$ cat config.mk
export PLATFORM = sky130hd
export DESIGN_NAME = bsiu_top
export DESIGN_NICKNAME = d
export VERILOG_FILES = /design/src/bsiu_pkg.sv /design/src/bsiu_sync.sv /design/src/bsiu_top.sv
export VERILOG_INCLUDE_DIRS = /design/src
export SDC_FILE = /design/constraint.sdc
export NUM_CORES = 1
export LEC_CHECK = 0
export BUFFER_PORTS_ARGS = -buffer_cell sky130_fd_sc_hd__buf_2
export CAP_MARGIN = 20
export CORE_MARGIN = 2
export CORE_UTILIZATION = 50
export CTS_CLUSTER_DIAMETER = 50
export DETAILED_ROUTE_END_ITERATION = 10
export GPL_TIMING_DRIVEN = 1
export PLACE_DENSITY = 0.8
export SKIP_LAST_GASP = 1
export SLEW_MARGIN = 20
export SYNTH_ARGS = -nofsm -noshare
export SYNTH_HDL_FRONTEND = slang
export SYNTH_HIERARCHICAL = 1
export SYNTH_SLANG_ARGS = --single-unit
$ cat constraint.sdc
create_clock -name clock -period 2.4 [get_ports clock]
set_input_delay 0.12 -clock clock [delete_from_list [all_inputs] [get_ports clock]]
set_output_delay 0.12 -clock clock [all_outputs]
set_load 0.01 [all_outputs]
$ cat src/bsiu_cfg.svh
// constants for the bit-serial interrupt and i/o unit
`ifndef BSIU_CFG_SVH
`define BSIU_CFG_SVH
`define BSIU_NUM_IRQ 15
`define BSIU_NUM_DED_IRQ 6
`define BSIU_NUM_SHARED 9
`define BSIU_NUM_DED_PORT 7
`define BSIU_NUM_PORT 16
`define BSIU_CLK_BITS 14
`define BSIU_SYNC_W 31
`define BSIU_SEL_CONTROL 5'h00
`define BSIU_SEL_LAST_CLK 5'h0e
`define BSIU_SEL_SOFT_RST 5'h0f
`define BSIU_PORT_SEL_BIT 4
`define BSIU_CODE_NONE 4'hf
`define BSIU_CODE_RESET 4'h0
`define BSIU_SYNC_INIT {1'b0, 1'b1, 1'b0, 1'b0, 5'h00, 7'h00, 9'h1ff, 6'h3f}
`endif

$ cat src/bsiu_pkg.sv
// types shared by the bit-serial interrupt and i/o unit
package bsiu_pkg;
	typedef logic [4:0] bsiu_sel_t;
	typedef logic [0:3] bsiu_code_t;
	typedef logic [5:0] bsiu_ded_irq_t;
	typedef logic [8:0] bsiu_shared_t;
	typedef logic [6:0] bsiu_ded_port_t;
endpackage

$ cat src/bsiu_sync.sv
// two-flop synchroniser for a group of pin inputs
`timescale 1ns/1ps
`default_nettype none
module bsiu_sync #(
	parameter int W = 1,
	parameter logic [W-1:0] INIT = '0
) (
	input wire logic clock,
	input wire logic rst,
	input wire logic [W-1:0] d,
	output logic [W-1:0] q
);
	logic [W-1:0] meta;

	always_ff @(posedge clock or posedge rst)
	begin
		if (rst)
		begin
			meta <= INIT;
			q <= INIT;
		end
		else
		begin
			meta <= d;
			q <= meta;
		end
	end
endmodule
`default_nettype wire

$ cat src/bsiu_top.sv
// bit-serial interrupt and i/o unit: masking, priority encoding, ports
// Notes on behaviour
// - request low while any enabled interrupt active, high once all removed
// - code shows highest enabled active interrupt, bit 0 most significant
// - no enabled active interrupt drives all four code lines high; power-up reset drives them all low
// - bus transfers only while selected; interrupt logic ignores select
// - read line carries selected bit, released whenever not selected
// - when selected, strobe writes data bit into addressed command bit
// - power-up reset clears masks, stops timer, makes every port input
// - six dedicated pins active low, masked individually, first highest priority
// - nine shared pins each usable as interrupt, input or output
// - seven dedicated port pins are input or output, never interrupts
// - code equals priority number, one highest to fifteen lowest
// - request and code updated on a system clock edge, registered
// - port write makes port output and latches value until reset
// - writing zero to select 15 in clock mode returns ports to input
`timescale 1ns/1ps
`default_nettype none
`include "bsiu_cfg.svh"
module bsiu_top (
	input wire logic clock,
	input wire logic rst,
	input wire logic power_up_reset_n,
	input wire logic chip_select_n,
	input wire bsiu_pkg::bsiu_sel_t bit_select,
	input wire logic serial_write_bit,
	input wire logic write_strobe,
	output logic serial_read_bit_out,
	output logic serial_read_bit_oe,
	output logic interrupt_request_n,
	output bsiu_pkg::bsiu_code_t priority_code,
	input wire bsiu_pkg::bsiu_ded_irq_t dedicated_irq_pins,
	input wire bsiu_pkg::bsiu_shared_t shared_irq_port_pins_in,
	output logic [8:0] shared_irq_port_pins_out,
	output logic [8:0] shared_irq_port_pins_oe,
	input wire bsiu_pkg::bsiu_ded_port_t dedicated_port_pins_in,
	output logic [6:0] dedicated_port_pins_out,
	output logic [6:0] dedicated_port_pins_oe,
	output logic timer_enabled
);
	import bsiu_pkg::*;

	logic [`BSIU_SYNC_W-1:0] sync_q;
	logic por_s;
	logic cs_s;
	logic strobe_s;
	logic wbit_s;
	bsiu_sel_t sel_s;
	bsiu_ded_port_t dport_s;
	bsiu_shared_t shared_s;
	bsiu_ded_irq_t ded_s;
	logic strobe_d;
	logic strobe_rise;
	logic wr;
	logic [3:0] idx;
	logic ctrl_mode;
	logic [`BSIU_NUM_IRQ-1:0] mask;
	logic [`BSIU_CLK_BITS-1:0] clk_start;
	logic [`BSIU_NUM_PORT-1:0] port_dir;
	logic [`BSIU_NUM_PORT-1:0] port_out;
	logic [`BSIU_NUM_PORT-1:0] pin_lvl;
	logic [`BSIU_NUM_IRQ-1:0] irq_lvl;
	logic [`BSIU_NUM_IRQ-1:0] active;
	logic [3:0] next_code;
	logic soft_rst;
	logic next_rd;
	bsiu_sel_t last_sel;
	logic last_wbit;

	// every pin, strobe and select is foreign to this clock
	bsiu_sync #(.W(`BSIU_SYNC_W), .INIT(`BSIU_SYNC_INIT)) u_sync (
		.clock(clock),
		.rst(rst),
		.d({power_up_reset_n, chip_select_n, write_strobe, serial_write_bit, bit_select,
			dedicated_port_pins_in, shared_irq_port_pins_in, dedicated_irq_pins}),
		.q(sync_q)
	);

	assign {por_s, cs_s, strobe_s, wbit_s, sel_s, dport_s, shared_s, ded_s} = sync_q;
	assign irq_lvl = {shared_s, ded_s};
	assign idx = sel_s[3:0] - 4'h1;
	assign strobe_rise = strobe_s & ~strobe_d;
	// select and data settle long before the strobe, so the synced copies agree
	assign wr = strobe_rise & ~cs_s & por_s;
	assign soft_rst = wr & ctrl_mode & (sel_s == `BSIU_SEL_SOFT_RST) & ~wbit_s;

	// shared pin k is interrupt 7+k and port 15-k
	always_comb
	begin
		pin_lvl[6:0] = dport_s;
		for (int p = `BSIU_NUM_DED_PORT; p < `BSIU_NUM_PORT; p++)
			pin_lvl[p] = shared_s[`BSIU_NUM_PORT-1-p];
	end

	always_ff @(posedge clock or posedge rst)
	begin
		if (rst)
		begin
			strobe_d <= 1'b0;
			last_sel <= 5'h00;
			last_wbit <= 1'b0;
		end
		else
		begin
			strobe_d <= strobe_s;
			last_sel <= sel_s;
			last_wbit <= wbit_s;
		end
	end

	always_ff @(posedge clock or posedge rst)
	begin
		if (rst)
			ctrl_mode <= 1'b0;
		else if (wr && sel_s == `BSIU_SEL_CONTROL)
			ctrl_mode <= wbit_s;
	end

	always_ff @(posedge clock or posedge rst)
	begin
		if (rst)
			mask <= 15'h0000;
		else if (!por_s)
			mask <= 15'h0000;
		else if (wr && !ctrl_mode && !sel_s[`BSIU_PORT_SEL_BIT] && sel_s != `BSIU_SEL_CONTROL)
			mask[idx] <= wbit_s;
	end

	// timer itself is not built; its start value only gates the enable flag
	always_ff @(posedge clock or posedge rst)
	begin
		if (rst)
			clk_start <= 14'h0000;
		else if (!por_s)
			clk_start <= 14'h0000;
		else if (wr && ctrl_mode && sel_s != `BSIU_SEL_CONTROL && sel_s <= `BSIU_SEL_LAST_CLK)
			clk_start[idx] <= wbit_s;
	end

	always_ff @(posedge clock or posedge rst)
	begin
		if (rst)
			timer_enabled <= 1'b0;
		else
			timer_enabled <= por_s & (|clk_start);
	end

	always_ff @(posedge clock or posedge rst)
	begin
		if (rst)
		begin
			port_dir <= 16'h0000;
			port_out <= 16'h0000;
		end
		else if (!por_s || soft_rst)
			port_dir <= 16'h0000;
		else if (wr && sel_s[`BSIU_PORT_SEL_BIT])
		begin
			port_dir[sel_s[3:0]] <= 1'b1;
			port_out[sel_s[3:0]] <= wbit_s;
		end
	end

	assign dedicated_port_pins_out = port_out[6:0];
	assign dedicated_port_pins_oe = port_dir[6:0];
	generate
		for (genvar k = 0; k < `BSIU_NUM_SHARED; k++)
		begin : g_shared
			assign shared_irq_port_pins_out[k] = port_out[`BSIU_NUM_PORT-1-k];
			assign shared_irq_port_pins_oe[k] = port_dir[`BSIU_NUM_PORT-1-k];
		end
	endgenerate

	// interrupt path never looks at the select line
	assign active = ~irq_lvl & mask;

	always_comb
	begin
		next_code = `BSIU_CODE_NONE;
		for (int i = `BSIU_NUM_IRQ-1; i >= 0; i--)
			if (active[i])
				next_code = 4'(i + 1);
	end

	always_ff @(posedge clock or posedge rst)
	begin
		if (rst)
		begin
			interrupt_request_n <= 1'b1;
			priority_code <= `BSIU_CODE_RESET;
		end
		else if (!por_s)
		begin
			interrupt_request_n <= 1'b1;
			priority_code <= `BSIU_CODE_RESET;
		end
		else
		begin
			interrupt_request_n <= ~(|active);
			priority_code <= next_code;
		end
	end

	// interrupt inputs read back raw pin level regardless of mask
	always_comb
	begin
		if (sel_s == `BSIU_SEL_CONTROL)
			next_rd = ctrl_mode;
		else if (sel_s[`BSIU_PORT_SEL_BIT])
			next_rd = pin_lvl[sel_s[3:0]];
		else if (!ctrl_mode)
			next_rd = irq_lvl[idx];
		else if (sel_s == `BSIU_SEL_SOFT_RST)
			next_rd = interrupt_request_n;
		else
			next_rd = clk_start[idx];
	end

	always_ff @(posedge clock or posedge rst)
	begin
		if (rst)
		begin
			serial_read_bit_out <= 1'b0;
			serial_read_bit_oe <= 1'b0;
		end
		else
		begin
			serial_read_bit_out <= next_rd;
			serial_read_bit_oe <= ~cs_s;
		end
	end
endmodule
`default_nettype wire

# ---- Yosys cells after proc, flatten, opt, wreduce, memory -nomap -nowiden
# Cells that the tools add are included.
dict set report totals {
  reg_bits 133
  inputBits 33
  out_inout_bits 40
  elab_cells 96
}
dict set report classes {
  n_addsub 1
  magnitude_cmp 5
  n_eq_ne 3
  n_mux 39
  n_bitwise 15
  reduce_logical 20
}
# op count
set op_table {}
lappend op_table {{$mux W4} 14}
lappend op_table {{$mux W16} 2}
lappend op_table {{$mux W15} 2}
lappend op_table {{$mux W14} 2}
lappend op_table {{$bwmux W16} 1}
lappend op_table {{$or A16 B16 Y16} 1}
lappend op_table {{$and A15 B15 Y15} 1}
lappend op_table {{$bwmux W15} 1}
lappend op_table {{$not A15 Y15} 1}
lappend op_table {{$reduce_or A15 Y1} 1}
lappend op_table {{$bwmux W14} 1}
lappend op_table {{$reduce_or A14 Y1} 1}
lappend op_table {{$bmux W1 S4} 3}
lappend op_table {{$mux W1} 11}
lappend op_table {{$logic_and A1 B1 Y1} 10}
lappend op_table {{$lt A4 B5 Y1 const B} 2}
lappend op_table {{$demux W1 S4} 2}
lappend op_table {{$ge A4 B1 Y1 const B} 2}
lappend op_table {{$and A1 B1 Y1} 7}
lappend op_table {{$eq A5 B4 Y1 const B} 1}
lappend op_table {{$le A5 B4 Y1 const B} 1}
lappend op_table {{$logic_not A5 Y1} 1}
lappend op_table {{$not A1 Y1} 5}
lappend op_table {{$reduce_bool A5 Y1} 1}
lappend op_table {{6 further kinds} 9}

# ---- Longest topological paths before layout
dict set report depth {
  ltp_word 17
  ltp_mapped 11
  mapped_depth_nobuf 8
}

# ---- By module
# Netlist, hierarchy kept.
# module instances cells_each area_each_um2
set by_module_without_submodules {}
lappend by_module_without_submodules {bsiu_top 1 363 3811.2}
lappend by_module_without_submodules {bsiu_sync 1 63 1595.3}

# ---- Worst setup path before layout
# No wires, ideal clock.
dict set report synth_path {
  path_type {reg2reg}
  startpoint {register u_sync.q[22]}
  endpoint {register serial_read_bit_out}
  setup_time_ns 0.126
  arrival_ns 2.225
  path_slack_ns 0.049
  path_stages_with_launch 11
  path_buffers 3
  path_cell_list {dfrtp_1 > buf_4 > buf_6 > inv_1 > ha_1 > buf_2 > mux4_2 > a221oi_1 > a211oi_1 > a211oi_1 > a21oi_1}
}
dict set report synth_via {
  elab_chain_len 7
  word_cells_on_any_way 13
  cone_classes {add/sub: 1; eq/ne: 1; mux: 10; reduce/logical: 1}
}
# item line_no
set synth_rtl {}
lappend synth_rtl {{from (decl)} bsiu_sync.sv:11} ;# output logic [W-1:0] q
lappend synth_rtl {{from (signal assigned)} bsiu_sync.sv:25} ;# q <= meta;
lappend synth_rtl {{$sub A4 B1 Y4} bsiu_top.sv:81} ;# assign idx = sel_s[3:0] - 4'h1;
lappend synth_rtl {{$bmux W1 S4} bsiu_top.sv:216} ;# next_rd = clk_start[idx];
lappend synth_rtl {{$mux W1 (not written as such)} bsiu_top.sv:216}
lappend synth_rtl {{$mux W1} bsiu_top.sv:213} ;# else if (sel_s == `BSIU_SEL_SOFT_RST)
lappend synth_rtl {{$mux W1} bsiu_top.sv:211} ;# else if (!ctrl_mode)
lappend synth_rtl {{$mux W1} bsiu_top.sv:209} ;# else if (sel_s[`BSIU_PORT_SEL_BIT])
lappend synth_rtl {{$mux W1 (*)} bsiu_top.sv:207} ;# if (sel_s == `BSIU_SEL_CONTROL)
lappend synth_rtl {{net next_rd} bsiu_top.sv:66} ;# logic next_rd;
lappend synth_rtl {{to (signal assigned)} bsiu_top.sv:228} ;# serial_read_bit_out <= next_rd;
lappend synth_rtl {{to (decl)} bsiu_top.sv:28} ;# output logic serial_read_bit_out,
# The timed path passes the listed nets; every way through them passes the cells marked *. The select of a mux whose other input is x is not followed.
# A chain may end at the register's enable or synchronous reset.

# ---- Worst setup path after layout
dict set report layout_path {
  startpoint {register u_sync.q[23]}
  endpoint {register serial_read_bit_out}
}
# Same word-level chain as after synthesis.

==> metrics.txt <==
Reg-to-Reg Start u_sync/q[23]$_DFF_PP0_; initial antenna violation count 0; clk buf depth 2; Tot GR Track Use 22.1%; Antenna diodes 0; row cnt 37; Post-synth EDFFs 0; Final period util between 90% and 100%; syn_nets around 470; most frequent cells in the layout dfrtp_1 (100), buf_2 (72), nor2_1 (51); Synth Cell Area 0.00541 sq mm; Area growth syn-to-layout 25.9%; Post-CTS Setup Bufs 0; R2R cell count 7; LEAKAGE 0.00346 uW; via count 3,736; IO Pins 73; DPL Wire Length roughly 7500 microns; htree depth 4; final std cells w/o fill 689; Worst Path Max Fanout 8; f_max approximately 420 MHz; Max Slew Vio Count 0; Yosys top cell by area dfrtp_1; Die Area 0.0117 sq mm; fin nets 581; Avg Cell Area, Syn 12.7 sq um; pwr dens roughly 740 mW/mm^2; final setup vio count 0; largest family of logic cells by synthesized area multiplexers; Gate Count Post-Synth between 400 and 500; Max rail drop VDD 680 uV; XOR/XNOR Fraction of Synth Area less than 1%; Initial Utilization about 52%; crit path DAT 2760 ps; DRT Pass-1 Iters 4; Synth area leaders dfrtp_1 (46%), dfstp_2 (16%), mux2i_1 (5.9%); Highest Signal Layer met4; share of layout cells above drive strength 1 about a third; WHS between 150 and 200 ps; metal3 WL roughly 670 microns; Placer Congestion 0.853; Hold Crit Class input pin to async pin; CP startpoint kind register; max-cap viol count 0; GR Overflow Total 0; post-route setup slack between 30 and 40 ps; Core Util, Final 65.4%; wire length on met1 between 4000 and 5000 microns; Worst Setup End Kind register; Synth Warn # 6; Least-Margin Pin Slew slightly below 800 ps; Tmin final approximately 2400 ps; IO Port Bufs 72; multiplexer share of the synthesized area between 10% and 20%; share of the synthesized area in the top cell type 46.3%; Place WS approximately 18 ps; Compound-Gate Fraction of Synth Area about 5.6%; CTS tree yes; post-DR vias/cell approximately 5.4; Clock Latency Late Sink between 500 and 600 ps; most common cell after layout, fill and taps aside dfrtp_1; die height between 100 and 150 microns; Die X 108 microns; Crit Path Class register to register; status complete, no violations; Fin. Hold Viols 0; CORE AREA between 0.01 and 0.015 sq mm; CP required around 2800 ps; synthesized flop and latch total about 130; Num CTS Buffers 17; Root Driver clkbuf_8; Inst Count DP roughly 630; vias in the first global route ~4.0k; First DRT Iteration DRCs around 270; Netlist cell types 49; Rel. slew slack 47.0%; largest net degree at the start of global routing 47; first-pass GRT wire length between 15,000 and 20,000 microns; simple logic cell fraction of the synthesized area around an eighth; met2 wire length slightly below 6000 microns; ys async rst share 100%; clock skew roughly 15 ps; Clock transition at path regs ~60 ps; RSZ-0062 raised after global routing true; Post-Synth Adder-Cell Area 1.85%; routed wire length 11,800 microns; Synth Flop Type dfrtp_1; TritonCTS sink count 133; Total Power 5040 uW; Avg WL per Cell around 17 microns; # DRC 0; Seq/Total Area, Yosys between 60 and 70%; antenna viol nets, final 0; Worst setup startpoint u_sync/q[23]$_DFF_PP0_
==> kinds of logic after synthesis <==
logic type,after synthesis
multiplexers,59
buffers and inverters,29
adder cells (fa/ha/maj),8
XOR/XNOR,4
AO/OA/AOI/OAI,44
AND/OR/NAND/NOR,149
flip-flops,133
==> area by class of cell <==
class	instances	area (sq um)
fillers	742	3610
clock buffers	17	414
inverters	10	37.5
clock inverters	15	121
flip-flops and latches	133	3370
multi-input cells	264	1930
repair buffers	114	768
well taps	136	170
==> report_power, final <==
part	leakage (uW)	switching [uW]	total, uW	internal [uW]
sequential	0.00166	46.2	2390	2340
combinational	0.00154	199	349	151
clock	0.000262	1020	2310	1290
total	0.00346	1260	5040	3780
==> synthesized netlist by cell type, types with 2 or more instances <==
cell / number
a211oi_1: 3
a21o_1: 14
a21oi_1: 7
a31oi_1: 3
and2_1: 5
and3_1: 3
buf_2: 3
buf_4: 4
clkbuf_1: 10
dfrtp_1: 100
dfstp_2: 33
ha_1: 8
inv_1: 10
mux2_2: 17
mux2i_1: 32
mux4_2: 8
nand2_1: 33
nand2b_1: 13
nand3_1: 19
nand3b_1: 2
nor2_1: 52
nor2b_1: 5
nor3_1: 5
nor4_1: 3
o21ai_0: 7
o41ai_1: 2
or3_1: 3
==> worst paths after layout <==
check,endpoint,slack [ps]
worst min register to register,u_sync/q[16]$_DFF_PP0_,350
worst max register to register,serial_read_bit_out$_DFF_PP0_,30
max in group asynchronous,interrupt_request_n$_DFF_PP1_,1400
worst min-delay path,u_sync/meta[24]$_DFF_PP0_,150
min in group clock,u_sync/meta[19]$_DFF_PP0_,240
worst max-delay path,serial_read_bit_out$_DFF_PP0_,30
==> flip-flops by register name, summed over array words and instances, names as in the netlist, 4 cells and up <==
signal         cells
u_sync/meta       31
u_sync/q          31
port_dir          16
port_out          16
mask              15
clk_start         14
priority_code      4
==> critical path, cell delays in order, from the launching register on <==
cell      delay [ps]
dfrtp_1          340
inv_1            120
ha_2             500
mux4_2           360
o311ai_0         380
a211oi_1          90
a211oi_1         300
a21oi_1          140
==> through the flow <==
stage,TNS [ps],area [sq um]
after floorplan,0,5410
after global placement,0,5930
after detailed placement,0,5930
after CTS,0,6780
after global routing,-5.28,6810
final,0,6810
==> metal layers <==
metal | track usage (%) | vias up
met1 | 27.8 | 1876
met3 | 6.93 | 28
met5 | 0 | -
met2 | 35.6 | 131
met4 | 9.52 | 0
li1 | - | 1701
==> repair_timing <==
action,in CTS,in global routing
hold endpoints to repair,79,0
gates resized for setup,0,5
endpoints found under the setup margin,0,24
hold buffers,32,0
Power figures use the tool's default switching activity.
